--- config.mk ---
export PLATFORM = sky130hd
export DESIGN_NAME = alsr_top
export DESIGN_NICKNAME = d
export VERILOG_FILES = /design/src/core/alsr_pkg.sv /design/src/core/alsr_meas_if.sv /design/src/core/alsr_pin_filter.sv /design/src/core/alsr_meas.sv /design/src/core/alsr_top.sv
export SDC_FILE = /design/constraint.sdc
export NUM_CORES = 1
export LEC_CHECK = 0
export BUFFER_PORTS_ARGS = -buffer_cell sky130_fd_sc_hd__buf_4
export CAP_MARGIN = 20
export CORE_MARGIN = 4
export CORE_UTILIZATION = 53
export CTS_CLUSTER_SIZE = 20
export DETAILED_ROUTE_END_ITERATION = 12
export PLACE_DENSITY_LB_ADDON = 0.08
export REMOVE_ABC_BUFFERS = 1
export SLEW_MARGIN = 25
export SYNTH_ARGS = -nofsm -noshare
export SYNTH_HDL_FRONTEND = slang
export SYNTH_SLANG_ARGS = --single-unit
--- constraint.sdc ---
create_clock -name clk_sys -period 2.8 [get_ports clk_sys]
set_clock_uncertainty 0.2 [all_clocks]
set_input_delay 0 -clock clk_sys [delete_from_list [all_inputs] [get_ports clk_sys]]
set_output_delay 0 -clock clk_sys [all_outputs]
set_load 0.02 [all_outputs]
--- src/core/alsr_pkg.sv ---
// Shared constants and types for the ambient light readout block
`default_nettype none
package alsr_pkg;

  // ****************************************************************
  // Bus address and register map
  // ****************************************************************
  localparam logic [6:0] ALSR_SLAVE_ADDR = 7'h29;      // Fixed 7-bit slave address
  localparam logic [7:0] ALSR_REG_MODE = 8'h80;        // mode_control
  localparam logic [7:0] ALSR_REG_LOW = 8'h8C;         // light_count_low
  localparam logic [7:0] ALSR_REG_HIGH = 8'h8D;        // light_count_high
  localparam logic [7:0] ALSR_MODE_ACTIVE = 8'h03;     // Value that starts measuring
  localparam logic [7:0] ALSR_MODE_STANDBY = 8'h00;    // Value that stops measuring
  localparam logic [7:0] ALSR_MODE_RESET = 8'h00;      // Mode value after power-up
  localparam logic [7:0] ALSR_READ_NONE = 8'h00;       // Returned for blocked or unmapped reads
  localparam logic [7:0] ALSR_PTR_RESET = 8'h80;       // Pointer after power-up
  localparam logic [3:0] ALSR_BITS_PER_BYTE = 4'h8;    // Data bits before an acknowledge slot

  // ****************************************************************
  // Timing
  // ****************************************************************
  localparam int ALSR_CLK_HZ = 100_000_000;            // clk_sys rate
  localparam int ALSR_CLK_PERIOD_NS = 10;
  localparam int ALSR_SPIKE_NS = 10;                   // Longest spike to be rejected
  localparam int ALSR_SPIKE_CYCLES = (ALSR_SPIKE_NS + ALSR_CLK_PERIOD_NS - 1) / ALSR_CLK_PERIOD_NS;
  localparam int ALSR_SINGLE_TIME_US = 1000;           // Delay to first single result
  localparam int ALSR_SAMPLE_TIME_US = 5800;           // Spacing of ramp-up samples
  localparam int ALSR_MEAS_PER_S = 2;                  // Steady refresh rate
  localparam int ALSR_FIRST_CYCLES = ALSR_SINGLE_TIME_US * (ALSR_CLK_HZ / 1_000_000);
  localparam int ALSR_SAMPLE_CYCLES = ALSR_SAMPLE_TIME_US * (ALSR_CLK_HZ / 1_000_000);
  localparam int ALSR_REFRESH_CYCLES = ALSR_CLK_HZ / ALSR_MEAS_PER_S;

  // ****************************************************************
  // Averaging
  // ****************************************************************
  localparam logic [5:0] ALSR_AVG_ONE = 6'h01;         // Single measurement
  localparam logic [5:0] ALSR_AVG_LOW = 6'h08;         // 8-fold average
  localparam logic [5:0] ALSR_AVG_MID = 6'h10;         // 16-fold average
  localparam logic [5:0] ALSR_AVG_FULL = 6'h20;        // 32-fold average
  localparam int ALSR_SH_LOW = 3;
  localparam int ALSR_SH_MID = 4;
  localparam int ALSR_SH_FULL = 5;
  localparam int ALSR_STEADY_CYCLES = ALSR_REFRESH_CYCLES / 32;
  localparam int ALSR_CNT_W = 26;                      // Holds the longest interval

  // Bus engine states
  typedef enum logic [2:0] {
    ALSR_ST_IDLE, ALSR_ST_ADDR, ALSR_ST_ADDR_ACK, ALSR_ST_WR_BYTE,
    ALSR_ST_WR_ACK, ALSR_ST_RD_BYTE, ALSR_ST_RD_ACK
  } alsr_bus_st_t;

  // Measurement phases
  typedef enum logic [1:0] {ALSR_PH_IDLE, ALSR_PH_RAMP, ALSR_PH_STEADY} alsr_phase_t;

  // Average of an accumulated sum over 2**sh samples
  function automatic logic [15:0] alsr_avg(input logic [20:0] sum, input int sh);
    logic [20:0] s;
    s = sum >> sh;
    return s[15:0];
  endfunction

endpackage
`default_nettype wire

--- src/core/alsr_meas_if.sv ---
// Link between the bus engine and the measurement sequencer
`default_nettype none
interface alsr_meas_if;
  logic enable;          // Active mode, measurements running
  logic [15:0] result;   // Latest published light count
  modport ctl (output enable, input result);
  modport unit (input enable, output result);
endinterface
`default_nettype wire

--- src/core/alsr_pin_filter.sv ---
// Three-stage synchroniser with spike rejection for one bus line
`default_nettype none
module alsr_pin_filter
  import alsr_pkg::*;
(
  input wire logic clk_sys,
  input wire logic reset_n,
  input wire logic line_in,
  output logic line_out
);

  // ****************************************************************
  // State
  // ****************************************************************
  typedef struct packed {
    logic [2:0] sync;    // [0] first stage, [1] second, [2] third
    logic level;         // Accepted line level
  } alsr_filt_st_t;

  alsr_filt_st_t q, d;

  // Only stages two and three are compared; a spike no longer than
  // ALSR_SPIKE_CYCLES cannot make them agree on a new level
  always_comb begin
    d = q;
    d.sync = {q.sync[1:0], line_in};
    if (q.sync[1] == q.sync[2]) begin
      d.level = q.sync[2];
    end
  end

  // Idle bus lines sit high, so the reset value is high
  always_ff @(posedge clk_sys or negedge reset_n) begin
    if (!reset_n) begin
      q <= '1;
    end else begin
      q <= d;
    end
  end

  assign line_out = q.level;

endmodule
`default_nettype wire

--- src/core/alsr_meas.sv ---
// Internally timed measurement sequencer with staged averaging
`default_nettype none
module alsr_meas
  import alsr_pkg::*;
#(
  parameter int FIRST_CYCLES = ALSR_FIRST_CYCLES,
  parameter int SAMPLE_CYCLES = ALSR_SAMPLE_CYCLES,
  parameter int STEADY_CYCLES = ALSR_STEADY_CYCLES
)(
  input wire logic clk_sys,
  input wire logic reset_n,
  input wire logic [15:0] light_raw,
  alsr_meas_if.unit link
);

  // ****************************************************************
  // State
  // ****************************************************************
  typedef struct packed {
    alsr_phase_t phase;
    logic [ALSR_CNT_W-1:0] cnt;  // Cycles left to the next sample
    logic [20:0] sum;            // Accumulated raw samples
    logic [5:0] n;               // Samples in the current sum
    logic [15:0] result;         // Published count
  } alsr_meas_st_t;

  alsr_meas_st_t q, d;
  logic [20:0] sum_n;
  logic [5:0] n_n;

  // Sampling, accumulation and publishing of results
  always_comb begin
    d = q;
    sum_n = q.sum + {5'h00, light_raw};
    n_n = q.n + ALSR_AVG_ONE;
    if (!link.enable) begin
      // Stand-by: no measurement, last result is kept
      d.phase = ALSR_PH_IDLE;
      d.sum = '0;
      d.n = '0;
    end else if (q.phase == ALSR_PH_IDLE) begin
      d.phase = ALSR_PH_RAMP;
      d.cnt = ALSR_CNT_W'(FIRST_CYCLES - 1);
    end else if (q.cnt != '0) begin
      d.cnt = q.cnt - 1'b1;
    end else begin
      d.sum = sum_n;
      d.n = n_n;
      d.cnt = ALSR_CNT_W'((q.phase == ALSR_PH_RAMP ? SAMPLE_CYCLES : STEADY_CYCLES) - 1);
      if (q.phase == ALSR_PH_RAMP) begin
        // Intermediate results only after activation
        if (n_n == ALSR_AVG_ONE) begin
          d.result = light_raw;
        end else if (n_n == ALSR_AVG_LOW) begin
          d.result = alsr_avg(sum_n, ALSR_SH_LOW);
        end else if (n_n == ALSR_AVG_MID) begin
          d.result = alsr_avg(sum_n, ALSR_SH_MID);
        end
      end
      if (n_n == ALSR_AVG_FULL) begin
        // Full average, then a fresh one every half second
        d.result = alsr_avg(sum_n, ALSR_SH_FULL);
        d.phase = ALSR_PH_STEADY;
        d.sum = '0;
        d.n = '0;
      end
    end
  end

  always_ff @(posedge clk_sys or negedge reset_n) begin
    if (!reset_n) begin
      q <= '0;
    end else begin
      q <= d;
    end
  end

  assign link.result = q.result;

endmodule
`default_nettype wire

--- src/core/alsr_top.sv ---
// Ambient light readout: two-wire bus slave, mode control and results
`default_nettype none

module alsr_top
  import alsr_pkg::*;
#(
  parameter int FIRST_CYCLES = ALSR_FIRST_CYCLES,    // Delay to first result
  parameter int SAMPLE_CYCLES = ALSR_SAMPLE_CYCLES,  // Ramp-up sample spacing
  parameter int STEADY_CYCLES = ALSR_STEADY_CYCLES   // Steady sample spacing
)(
  input wire logic clk_sys,
  input wire logic reset_n,
  input wire logic supply_on,
  input wire logic scl_i,
  output logic scl_o,
  output logic scl_oe,
  input wire logic sda_i,
  output logic sda_o,
  output logic sda_oe,
  input wire logic [15:0] light_raw,
  output logic mode_active,
  output logic [15:0] light_count
);

  // ****************************************************************
  // State of the bus engine
  // ****************************************************************
  typedef struct packed {
    alsr_bus_st_t state;   // Transfer phase
    logic [3:0] bitcnt;    // Clock rises seen in the current byte
    logic [7:0] shift;     // Incoming byte
    logic [7:0] tx;        // Outgoing byte, MSB on the wire
    logic [7:0] ptr;       // Register pointer
    logic [7:0] mode;      // mode_control contents
    logic first;           // Next written byte is the pointer
    logic rw;              // Direction of the current transfer
    logic more;            // Master acknowledged the last read byte
    logic drive;           // Pull SDA low
    logic scl_p;           // Filtered SCL, one cycle old
    logic sda_p;           // Filtered SDA, one cycle old
  } alsr_top_st_t;

  alsr_top_st_t q, d;

  logic scl_f;             // Filtered SCL
  logic sda_f;             // Filtered SDA
  logic scl_rise;          // SCL went high
  logic scl_fall;          // SCL went low
  logic bus_start;         // START or repeated START
  logic bus_stop;          // STOP
  logic is_active;         // Mode holds the activation value

  alsr_meas_if meas ();

  // ****************************************************************
  // Pin conditioning
  // ****************************************************************
  // Each line passes four flip-flops; latency stays near 40 ns, well
  // inside the shortest clock-low phase at the high-speed rate
  alsr_pin_filter u_scl_filt (
    .clk_sys(clk_sys),
    .reset_n(reset_n),
    .line_in(scl_i),
    .line_out(scl_f)
  );

  alsr_pin_filter u_sda_filt (
    .clk_sys(clk_sys),
    .reset_n(reset_n),
    .line_in(sda_i),
    .line_out(sda_f)
  );

  // ****************************************************************
  // Measurement sequencer
  // ****************************************************************
  alsr_meas #(
    .FIRST_CYCLES(FIRST_CYCLES),
    .SAMPLE_CYCLES(SAMPLE_CYCLES),
    .STEADY_CYCLES(STEADY_CYCLES)
  ) u_meas (
    .clk_sys(clk_sys),
    .reset_n(reset_n),
    .light_raw(light_raw),
    .link(meas.unit)
  );

  // ****************************************************************
  // Bus events
  // ****************************************************************
  // Edges and conditions seen on the filtered lines; the engine is
  // clocked by clk_sys only, so any bus rate that leaves a few system
  // cycles per phase works without clock stretching
  always_comb begin
    scl_rise = scl_f & ~q.scl_p;
    scl_fall = ~scl_f & q.scl_p;
    bus_start = scl_f & q.scl_p & q.sda_p & ~sda_f;
    bus_stop = scl_f & q.scl_p & ~q.sda_p & sda_f;
  end

  assign is_active = (q.mode == ALSR_MODE_ACTIVE);

  // Byte returned for a read at the given pointer
  function automatic logic [7:0] reg_read(input logic [7:0] ptr, input logic [7:0] mode,
                                          input logic active, input logic [15:0] count);
    logic [7:0] v;
    v = ALSR_READ_NONE;
    if (ptr == ALSR_REG_MODE) begin
      v = mode;
    end else if (active && ptr == ALSR_REG_LOW) begin
      v = count[7:0];
    end else if (active && ptr == ALSR_REG_HIGH) begin
      v = count[15:8];
    end
    // Result registers are blocked in stand-by and read as zero
    return v;
  endfunction

  // ****************************************************************
  // Bus engine
  // ****************************************************************
  // Data is sampled on SCL rises and the SDA drive changes only on
  // SCL falls, so it never moves while SCL is high
  always_comb begin
    d = q;
    d.scl_p = scl_f;
    d.sda_p = sda_f;
    if (!supply_on) begin
      // Device off: engine idle, power-up values restored
      d.state = ALSR_ST_IDLE;
      d.drive = 1'b0;
      d.mode = ALSR_MODE_RESET;
      d.ptr = ALSR_PTR_RESET;
    end else if (bus_start) begin
      // A START aborts any transfer and begins an address byte
      d.state = ALSR_ST_ADDR;
      d.bitcnt = '0;
      d.drive = 1'b0;
    end else if (bus_stop) begin
      d.state = ALSR_ST_IDLE;
      d.drive = 1'b0;
    end else begin
      unique case (q.state)
        ALSR_ST_IDLE: begin
          // Wait for a START; all other traffic is not ours
          d.drive = 1'b0;
        end
        ALSR_ST_ADDR: begin
          if (scl_rise) begin
            d.shift = {q.shift[6:0], sda_f};
            d.bitcnt = q.bitcnt + 1'b1;
          end else if (scl_fall && q.bitcnt == ALSR_BITS_PER_BYTE) begin
            if (q.shift[7:1] == ALSR_SLAVE_ADDR) begin
              d.rw = q.shift[0];
              d.first = 1'b1;
              d.drive = 1'b1;
              d.state = ALSR_ST_ADDR_ACK;
            end else begin
              // Other address: stay silent until the next START
              d.state = ALSR_ST_IDLE;
            end
          end
        end
        ALSR_ST_ADDR_ACK: begin
          if (scl_fall) begin
            d.bitcnt = '0;
            if (q.rw) begin
              // Read: first data bit goes out at once
              d.tx = reg_read(q.ptr, q.mode, is_active, meas.result);
              d.drive = ~d.tx[7];
              d.state = ALSR_ST_RD_BYTE;
            end else begin
              d.drive = 1'b0;
              d.state = ALSR_ST_WR_BYTE;
            end
          end
        end
        ALSR_ST_WR_BYTE: begin
          if (scl_rise) begin
            d.shift = {q.shift[6:0], sda_f};
            d.bitcnt = q.bitcnt + 1'b1;
          end else if (scl_fall && q.bitcnt == ALSR_BITS_PER_BYTE) begin
            d.bitcnt = '0;
            if (q.first) begin
              d.ptr = q.shift;
              d.first = 1'b0;
              d.drive = 1'b1;
              d.state = ALSR_ST_WR_ACK;
            end else if (q.ptr == ALSR_REG_MODE) begin
              // Only mode_control takes data, in either mode
              d.mode = q.shift;
              d.drive = 1'b1;
              d.state = ALSR_ST_WR_ACK;
            end else begin
              // Read-only or unmapped target: not acknowledged
              d.state = ALSR_ST_IDLE;
            end
          end
        end
        ALSR_ST_WR_ACK: begin
          if (scl_fall) begin
            d.drive = 1'b0;
            d.state = ALSR_ST_WR_BYTE;
          end
        end
        ALSR_ST_RD_BYTE: begin
          if (scl_rise) begin
            d.bitcnt = q.bitcnt + 1'b1;
          end else if (scl_fall) begin
            if (q.bitcnt == ALSR_BITS_PER_BYTE) begin
              // Release SDA for the master's acknowledge
              d.drive = 1'b0;
              d.bitcnt = '0;
              d.state = ALSR_ST_RD_ACK;
            end else begin
              d.tx = {q.tx[6:0], 1'b0};
              d.drive = ~d.tx[7];
            end
          end
        end
        ALSR_ST_RD_ACK: begin
          if (scl_rise) begin
            d.more = ~sda_f;
          end else if (scl_fall) begin
            if (q.more) begin
              // Pointer does not advance: the same register again
              d.tx = reg_read(q.ptr, q.mode, is_active, meas.result);
              d.drive = ~d.tx[7];
              d.state = ALSR_ST_RD_BYTE;
            end else begin
              d.state = ALSR_ST_IDLE;
            end
          end
        end
        default: begin
          d.state = ALSR_ST_IDLE;
          d.drive = 1'b0;
        end
      endcase
    end
  end

  // ****************************************************************
  // State register
  // ****************************************************************
  // Power-up: idle engine, stand-by mode, lines seen as high
  always_ff @(posedge clk_sys or negedge reset_n) begin
    if (!reset_n) begin
      q.state <= ALSR_ST_IDLE;
      q.bitcnt <= '0;
      q.shift <= '0;
      q.tx <= '0;
      q.ptr <= ALSR_PTR_RESET;
      q.mode <= ALSR_MODE_RESET;
      q.first <= 1'b0;
      q.rw <= 1'b0;
      q.more <= 1'b0;
      q.drive <= 1'b0;
      q.scl_p <= 1'b1;
      q.sda_p <= 1'b1;
    end else begin
      q <= d;
    end
  end

  // ****************************************************************
  // Outputs
  // ****************************************************************
  // Open drain: the data value is always low, only the enable moves;
  // the clock line is never held, so the master sets the pace
  assign sda_o = 1'b0;
  assign sda_oe = q.drive & supply_on;
  assign scl_o = 1'b0;
  assign scl_oe = 1'b0;

  // Measurement runs while the mode holds the activation value and supply_on is high
  assign meas.enable = is_active & supply_on;
  assign mode_active = is_active;
  assign light_count = meas.result;

endmodule
`default_nettype wire

==> results of run 1 <==
-- repair_timing --
item / 4_1_cts / 5_1_grt
setup buffers: 1 / 5
hold buffers: 20 / 0
endpoints found under the hold margin: 112 / 0
pin swaps: 2 / 13
resized for setup: 11 / 40
setup endpoints to repair: 11 / 27
-- critical path, delay by kind of cell (launching register included) --
family	cells	cell delay (ns)
buffers and inverters	1	0.14
and+or+nand+nor	3	0.57
AOI/OAI and AO/OA	4	0.93
DFF	1	0.38
adders and majority gates	1	0.38
-- through the flow --
stage	utilization	setup TNS (ns)	total power [W]
3_3_place_gp	0.613	-0.0622	0.00218
2_1_floorplan	-	-8.99	0.00205
4_1_cts	0.673	0	0.00442
3_5_place_dp	0.613	-0.559	0.00219
6_report	0.689	0	0.00440
5_1_grt	0.689	-0.179	0.00456
-- cells by family (layout without fill, tap and decap cells) --
kind of cell,count (synthesis),count (layout)
other,1,3
buffers and inverters,83,209
xor gates and xnor gates,24,24
and+or+nand+nor,306,306
adders and majority gates,28,28
muxes,24,24
AOI/OAI and AO/OA,279,279
DFF,123,123
-- path summary, 6_finish.rpt --
| path | from | endpoint | slack (ns) | cells past startpoint |
|---|---|---|---|---|
| max | u_meas.q[29] | u_meas.link.result[7] | 0.08 | 9 |
| min | reset_n | u_meas.q[66] | 0.002 | 2 |
| max reg2reg | u_meas.q[29] | u_meas.link.result[7] | 0.08 | 9 |
| min reg2reg | u_sda_filt.d[2] | u_sda_filt.d[3] | 0.16 | 0 |
| max in group asynchronous | reset_n | u_meas.link.result[0] | 1.61 | 3 |
| min in group clk_sys | scl_i | u_scl_filt.d[2] | 0.04 | 2 |
-- power groups by stage --
stage	combinational, W	sequential (W)	clock, W
after global routing	0.000383	0.00187	0.00231
after floorplan	0.000175	0.00188	0
final	0.000341	0.00186	0.00220
after CTS	0.000328	0.00186	0.00223
after detailed placement	0.000300	0.00189	0
after global placement	0.000292	0.00189	0
-- synth_stat cells (7+ instances only) --
cell type,n
nand2b_1,7
o21ai_1,9
a21o_1,9
nand3_1,18
o21ai_0,83
nand2_1,111
xor2_1,12
mux2i_1,8
xnor2_1,12
mux2_2,16
o21a_1,11
buf_4,20
dfrtp_1,112
a21oi_1,54
a222oi_1,7
inv_1,32
ha_1,25
nor3_1,29
dfstp_2,11
a31oi_1,14
o22ai_1,10
nor2_1,60
nand3b_1,8
clkbuf_1,25
a22o_1,24
-- state kept, by name, summed over array words and instances, names as in the netlist --
signal               count
u_sda_filt.d             2
u_meas.q                55
u_scl_filt.q             1
u_scl_filt.line_out      1
q                       44
u_scl_filt.d             2
u_sda_filt.q             1
u_meas.link.result      16
u_sda_filt.line_out      1
-- final cells by class --
cell class                 count  area [um2]
clock inverter                 7        90.1
sequential                   123        3090
fill                        1111        4390
clock buffer                  25         495
tap                          180         225
inverter                      32         120
timing repair buffer         145        1180
multi-input combinational    664        4500
-- per-layer routing --
layer,up-vias,track usage
met3,48,0.0506
met4,0,0.0766
li1,3431,-
met1,3540,0.344
met2,258,0.456
met5,-,0
==> flow_summary.ini, run 1 <==
[run_status]
status = finished clean

[timing]
period_share = 0.970
slew_viol_final = 0
final.setup.worst_slack_ns = 0.0850
hold_viol = 0
worst_slew_pin_slew_ns = 0.755
fin_crit_ns = 2.72
max_freq_ghz = 0.368
finalSetupViolCount = 0
whs_ns = 0.00190
relSlewSlack = 0.497

[pwr]
p_sw_frac = 0.235
p_int_w = 0.00337
power.density_mw_per_mm2 = 453
max-vdd-ir-drop_mv = 0.464
p_seq_frac = 0.423
pwr-share-clk = 0.499
cellLeakagePower_nw = 4.36
switchingPower_w = 0.00103
power_frac_comb = 0.077

[global_route]
grt_max_degree = 58
grt_pass1_vias = 7106
antenna_found_initial = 0
grt_overflow = 0
grt_pass1_wl_um = 35600
grt_usage = 0.266

[yosys]
synthAdderAreaFrac = 0.0455
yosys.area_share.simple = 0.209
synthMuxAreaShare = 0.0335
synth_xor_area_frac = 0.0271
synth_compound_area_frac = 0.235
ys_ff_latch = 123
synth-edff-count = 0
synth_ff_type = dfrtp_1
synth_top_family_by_area = compound AO/OA/AOI/OAI gates
synth_warnings = 0
synth-seq-area-share = 0.399
synth_area_leaders = dfrtp_1, nand2_1, o21ai_0
syn_inst = 868
netlist_area_mm2 = 0.00776
synth_top_area_share = 0.361
synth-async-reset-ratio = 1.00
ys_types = 82
synth_top_area_cell = dfrtp_1
syn_area_per_cell_um2 = 8.94

[routing]
postRouteAntennaNets = 0
routed_wl_um = 21700
met3WireLength_um = 1160
met2_length_um = 10800
wl_met1_um = 9330
avgViaCountPerCell = 6.19
drtIter0Drc = 560
highest_layer = met4
drc_errors = 0
dr.pass1.iters = 6
dr_total_vias = 7277
wl_per_cell_um = 18.5

[floorplanning]
start_util = 0.550
die_h_um = 129
die_x_um = 129
ios = 42
dieArea_mm2 = 0.0166
row_count = 43
core_mm2 = 0.0141

[setup_path]
slowest_stage = dfrtp_1
crit_arrival_ns = 2.81
crit_path_cell_trace = ha_1, a21oi_1, nand2_1, o21a_2, buf_4, or3_1, a32oi_1, a31o_2, nand2_1
setup.worst_path.end_class = flip-flop
crit_path_start_kind = flip-flop
slowest_delay_ns = 0.38
crit_path_frequent_cell = nand2_1
worst_ep_required_time_ns = 2.89
critical_path_class = flip-flop to flip-flop
worst-path-max-fanout = 5

[cells_and_area]
postLayoutCellArea_mm2 = 0.00971
drive_above_1_share = 0.243
area_delta_synth_final_pct = 25.1
final_common_cell = buf_4
num-nets-final = 1030
final_cell_mix = buf_4, dfrtp_1, nand2_1
n_antenna_cell = 0
final_cells = 1176

[placement]
gp_congestion = 0.940
io_buffers = 38
dpl.hpwl_um = 15200
dp_slack_ns = -0.139
place_area_mm2 = 0.00865
dp_cells = 1118

[clock_tree]
numCtsBuffers = 17
clk_latency_ns = 0.41
ctsHtreeMaxLevel = 4
cts.clk_slew.worst_paths_ns = 0.05
cts.sinks = 123
cts_buffer_depth = 2
cts_tree = built
cts_root_buf = clkbuf_16

[run]
drv_cap = 0

[worst_hold_path]
hp-class = input port to asynchronous set/reset pin
No activity file was read; power rests on OpenSTA's default activity.
==> run 2: changes to the inputs <==
--- a/config.mk
+++ b/config.mk
@@ -16,4 +16,5 @@
 export SLEW_MARGIN = 25
 export SYNTH_ARGS = -nofsm -noshare
 export SYNTH_HDL_FRONTEND = slang
+export SYNTH_HIERARCHICAL = 1
 export SYNTH_SLANG_ARGS = --single-unit
==> flow_summary.ini, run 2 <==
[floorplanning]
dieArea_mm2 = 0.0169
start_util = 0.541
die_x_um = 130
row_count = 44
core_mm2 = 0.0145
ios = 42
die_h_um = 130

[cells_and_area]
postLayoutCellArea_mm2 = 0.00986
drive_above_1_share = 0.276
fin_util = 0.678
largest-register = u_meas/q
final_cell_mix = buf_4, dfrtp_1, nand2_1
largest_register_ffs = 55
n_antenna_cell = 0
num-nets-final = 1006
fill_cells = 1133
area_delta_synth_final_pct = 25.3
final_common_cell = buf_4

[pwr]
power_frac_comb = 0.107
cellLeakagePower_nw = 4.40
p_seq_frac = 0.422
p_sw_frac = 0.265
p_total_w = 0.00453
switchingPower_w = 0.00120
max-vdd-ir-drop_mv = 0.408
pwr-share-clk = 0.470
power.density_mw_per_mm2 = 460
p_int_w = 0.00333

[yosys]
synth_area_leaders = dfrtp_1, nand2_1, ha_1
synth_commonest_cells = dfrtp_1, nand2_1, nor2_1
synth-edff-count = 0
synth_most_common_cell = dfrtp_1
ys_ff_latch = 123
synth_ff_type = dfrtp_1
synth-async-reset-ratio = 1.00
syn_area_per_cell_um2 = 9.28
synth_top_area_share = 0.356
synth_top_area_cell = dfrtp_1
synth_warnings = 6
netlist_area_mm2 = 0.00787
ys_types = 94
synth-seq-area-share = 0.393
syn_inst = 848

[routing]
dr.pass1.iters = 5
drtIter0Drc = 684
postRouteAntennaNets = 0
routed_wl_um = 21300
dr_total_vias = 7028
avgViaCountPerCell = 6.08
wl_per_cell_um = 18.4
drc_errors = 0

[timing]
worst_slew_pin_slew_ns = 0.653
hold_viol = 0
finalSetupViolCount = 0
rsz0062_at_grt = true
fin_crit_ns = 2.79
slew_viol_final = 0
max_freq_ghz = 0.358
relSlewSlack = 0.565
period_share = 0.997
tns_ns = 0

[setup_path]
rrSetupSlack_ns = 0.009
setup.worst_path.end_class = flip-flop
cp_top_family = simple AND/OR/NAND/NOR gates
r2r_end = u_meas/link.result[11]
crit_path_start_kind = flip-flop
r2r_start = u_meas/q[16]
crit_path_cell_trace = ha_4, buf_4, nand3_1, and2_1, o2111a_1, buf_12, or2_2, buf_4, o211ai_1, a221oi_2, nor3_1
crit_path_frequent_cell = buf_4
worst-path-max-fanout = 17
critPathCapture = u_meas/link.result[11]
crit_arrival_ns = 2.92
worst_ep_required_time_ns = 2.93
critical_path_class = flip-flop to flip-flop
slowest_stage = dfrtp_1
slowest_delay_ns = 0.41
path_buf_inv = 3
worstRegToRegCells = 11
path_depth = 11
cp-startpoint = u_meas/q[16]

[placement]
place_area_mm2 = 0.00868
dpl.hpwl_um = 15100
io_buffers = 38
gp_congestion = 0.940

[run]
drv_cap = 0

[global_route]
grt_pass1_vias = 6926
grt_max_degree = 58
grt_usage = 0.258
grt_pass1_wl_um = 34700
grt_overflow = 0
antenna_found_initial = 0

[clock_tree]
numCtsBuffers = 17
cts_buffer_depth = 2
ctsHtreeMaxLevel = 4
clk_latency_ns = 0.42
cts_root_buf = clkbuf_16
cts.clk_slew.worst_paths_ns = 0.06
cts.sinks = 123
cts_tree = built

[run_status]
status = finished clean

[worst_hold_path]
hp-class = input port to flip-flop
==> run 2: cell types whose count changed in the layout (fill, tap and decap cells not counted), moves of 6 or more <==
cell | previous run | this run
o31ai_1 | 4 | 17
o2bb2ai_1 | 1 | 7
nand2_1 | 110 | 95
a31oi_1 | 14 | 6
a222oi_1 | 7 | 0
nor2_1 | 58 | 46
o21ai_1 | 12 | 31
a21oi_1 | 50 | 33
o22ai_1 | 9 | 0
and2_1 | 5 | 12
a221oi_1 | 3 | 9
buf_6 | 2 | 8
nor3_1 | 27 | 17
o21ai_0 | 78 | 42
==> run 2: final cells by class <==
cell class                      instances  area (um2)  area share
Clock buffer                           18         439      0.0445
Inverter                               28         105      0.0107
Clock inverter                         14         135      0.0137
Multi-Input combinational cell        636        4540       0.460
Sequential cell                       123        3090       0.314
Tap cell                              184         230      0.0234
Timing Repair Buffer                  153        1320       0.134
==> run 2: routing by layer <==
layer	vias up	share of wire	GRT usage
li1	3340	-	-
met1	3414	0.44	0.342
met2	232	0.49	0.421
met3	42	0.051	0.0549
met4	0	0.025	0.0892
met5	-	0	0
==> run 2: what timing repair did <==
action	CTS	global route
pin swaps	1	21
setup endpoints to repair	32	56
setup buffers	0	11
gates cloned	0	1
resized for setup	13	48
hold buffers	22	0
endpoints found under the hold margin	144	0
==> run 2: power by group through the flow <==
stage	Clock, W	Sequential [W]	Combinational [W]
after global placement	0	0.00194	0.000433
after global routing	0.00226	0.00192	0.000534
final	0.00213	0.00191	0.000487
after CTS	0.00218	0.00191	0.000479
after floorplan	0	0.00193	0.000282
after detailed placement	0	0.00194	0.000447
==> run 2: logic make-up after synthesis <==
logic type                 count (synthesis)  share of synthesized area
AOI/OAI and AO/OA                        266                      0.241
other                                      1                   0.000477
DFF                                      123                      0.393
and+or+nand+nor                          287                      0.194
adders and majority gates                 28                     0.0452
xor gates and xnor gates                  26                     0.0289
muxes                                     26                     0.0372
buffers and inverters                     91                     0.0603
==> run 2: how the worst min path moves through the flow <==
stage / from / to / slack, ns / depth (start not counted)
after CTS: sda_i / u_sda_filt/d[2] / 0.009 / 2
after floorplan: reset_n / q[10] / -0.50 / 0
final: sda_i / u_sda_filt/d[2] / 0.03 / 2
after global routing: sda_i / u_sda_filt/d[2] / 0.02 / 2
after detailed placement: reset_n / q[24] / -0.15 / 1
after global placement: reset_n / q[24] / -0.16 / 1
==> run 2: stage by stage <==
stage / hold WS [ns] / instances / worst slack (ns)
2_1_floorplan: -0.496 / 787 / -0.504
3_3_place_gp: -0.162 / 1090 / -0.00400
3_5_place_dp: -0.154 / 1090 / -0.0763
4_1_cts: 0.00868 / 1144 / 0.00332
5_1_grt: 0.0152 / 1156 / -0.116
6_report: 0.0322 / 1156 / 0.00913
==> run 3: changes to the inputs <==
--- a/config.mk
+++ b/config.mk
@@ -8,8 +8,7 @@
 export BUFFER_PORTS_ARGS = -buffer_cell sky130_fd_sc_hd__buf_4
 export CAP_MARGIN = 20
 export CORE_MARGIN = 4
-export CORE_UTILIZATION = 53
-export CTS_CLUSTER_SIZE = 20
+export CORE_UTILIZATION = 56
 export DETAILED_ROUTE_END_ITERATION = 12
 export PLACE_DENSITY_LB_ADDON = 0.08
 export REMOVE_ABC_BUFFERS = 1
==> flow_summary.ini, run 3 (synthesis gave the netlist of run 2 again) <==
[timing]
whs_ns = 0.0255
relSlewSlack = 0.582
max_freq_ghz = 0.351
finalSetupViolCount = 9
final.setup.worst_slack_ns = -0.0489
slew_viol_final = 0
fin_crit_ns = 2.85
rsz0062_at_grt = true
period_share = 1.02
hold_viol = 0
worst_slew_pin_slew_ns = 0.611

[floorplanning]
row_count = 43
dieArea_mm2 = 0.0160
core_mm2 = 0.0138
start_util = 0.569
die_h_um = 127
ios = 42
die_x_um = 127

[setup_path]
critical_path_class = flip-flop to flip-flop
cp-startpoint = u_meas/q[44]
critPathCapture = u_meas/link.result[1]
crit_path_start_kind = flip-flop
setup.worst_path.end_class = flip-flop
r2r_start = u_meas/q[44]
worst_ep_required_time_ns = 2.89
crit_arrival_ns = 2.94
worst-path-max-fanout = 7
rrSetupSlack_ns = -0.05
r2r_end = u_meas/link.result[1]
worstRegToRegCells = 10

[routing]
avgViaCountPerCell = 6.22
postRouteAntennaNets = 0
drc_errors = 0
dr_total_vias = 7150
drtIter0Drc = 864
wl_per_cell_um = 18.6
routed_wl_um = 21400
dr.pass1.iters = 5

[clock_tree]
cts.clk_slew.worst_paths_ns = 0.06
cts.sinks = 123
numCtsBuffers = 17
cts_tree = built
ctsHtreeMaxLevel = 4
cts_root_buf = clkbuf_16
clk_latency_ns = 0.42
cts_buffer_depth = 2

[worst_hold_path]
hp-class = input port to asynchronous set/reset pin

[cells_and_area]
n_antenna_cell = 0
drive_above_1_share = 0.299
fin_util = 0.722
largest-register = u_meas/q
largest_register_ffs = 55
num-nets-final = 1004
area_delta_synth_final_pct = 26.9
final_common_cell = buf_4
final_cell_mix = buf_4, dfrtp_1, nand2_1

[run_status]
status = finished with violations
violations = setup timing

[run]
drv_cap = 0

[pwr]
power.density_mw_per_mm2 = 475
cellLeakagePower_nw = 4.44
max-vdd-ir-drop_mv = 0.443

[global_route]
grt_usage = 0.264
grt_overflow = 0
grt_pass1_vias = 6877
antenna_found_initial = 0
grt_max_degree = 48
grt_pass1_wl_um = 34400

[placement]
dpl.hpwl_um = 15000
io_buffers = 38
gp_congestion = 0.926
[run 3: worst min-delay path by stage]
| stage | end | slack [ns] | cells after the start |
|---|---|---|---|
| 2_1_floorplan | q[10] | -0.50 | 0 |
| 3_3_place_gp | q[26] | -0.14 | 1 |
| 3_5_place_dp | q[26] | -0.14 | 1 |
| 4_1_cts | u_sda_filt/d[2] | 0.01 | 2 |
| 5_1_grt | u_scl_filt/d[2] | 0.02 | 2 |
| 6_report | q[21] | 0.03 | 2 |
[run 3: repair_timing]
action                                  in CTS  in global routing
resized for setup                           14                 79
hold buffers                                21                  0
hold endpoints to repair                   154                  0
cloned                                       0                  1
pin swaps                                    6                 35
endpoints found under the setup margin      42                 52
setup buffers                                3                  6
[run 3: worst max-delay path: stages (launching register included)]
cell       delay, ns
dfrtp_1         0.40
inv_2           0.09
ha_4            0.13
or4b_4          0.49
nor4_4          0.37
buf_4           0.18
nand4_4         0.13
or3_4           0.43
clkbuf_16       0.18
nand2_2         0.06
o21ai_1         0.05
[run 3: stage by stage]
stage / area, um2 / worst slack, ns / total power (W) / TNS [ns] / instances
after floorplan: 7510 / -0.504 / 0.00221 / -16.01 / 787
after global placement: 8650 / -0.0502 / 0.00237 / -0.657 / 1087
after detailed placement: 8650 / -0.118 / 0.00240 / -1.86 / 1087
after CTS: 9570 / 0.00977 / 0.00476 / 0 / 1143
after global routing: 9990 / -0.133 / 0.00491 / -3.09 / 1150
final: 9990 / -0.0489 / 0.00474 / -0.254 / 1150
[run 3: layout make-up]
class	instances	area, um2
clock buffer	21	470
clock inverter	11	158
fill	1033	3840
inverter	28	105
multi-input combinational	636	4660
sequential	123	3090
tap	180	225
timing repair buffer	151	1270
[run 3: power breakdown]
part	internal [W]	switching [W]	total [W]
Combinational	0.000224	0.000270	0.000493
Clock	0.00148	0.000856	0.00234
Sequential	0.00185	0.0000664	0.00191
Total	0.00355	0.00119	0.00474
[run 3: layer usage]
layer	up-vias	global-route usage	share of wire
li1	3327	-	-
met1	3522	0.352	0.44
met2	263	0.434	0.48
met3	38	0.0594	0.058
met4	0	0.0763	0.020
met5	-	0	0
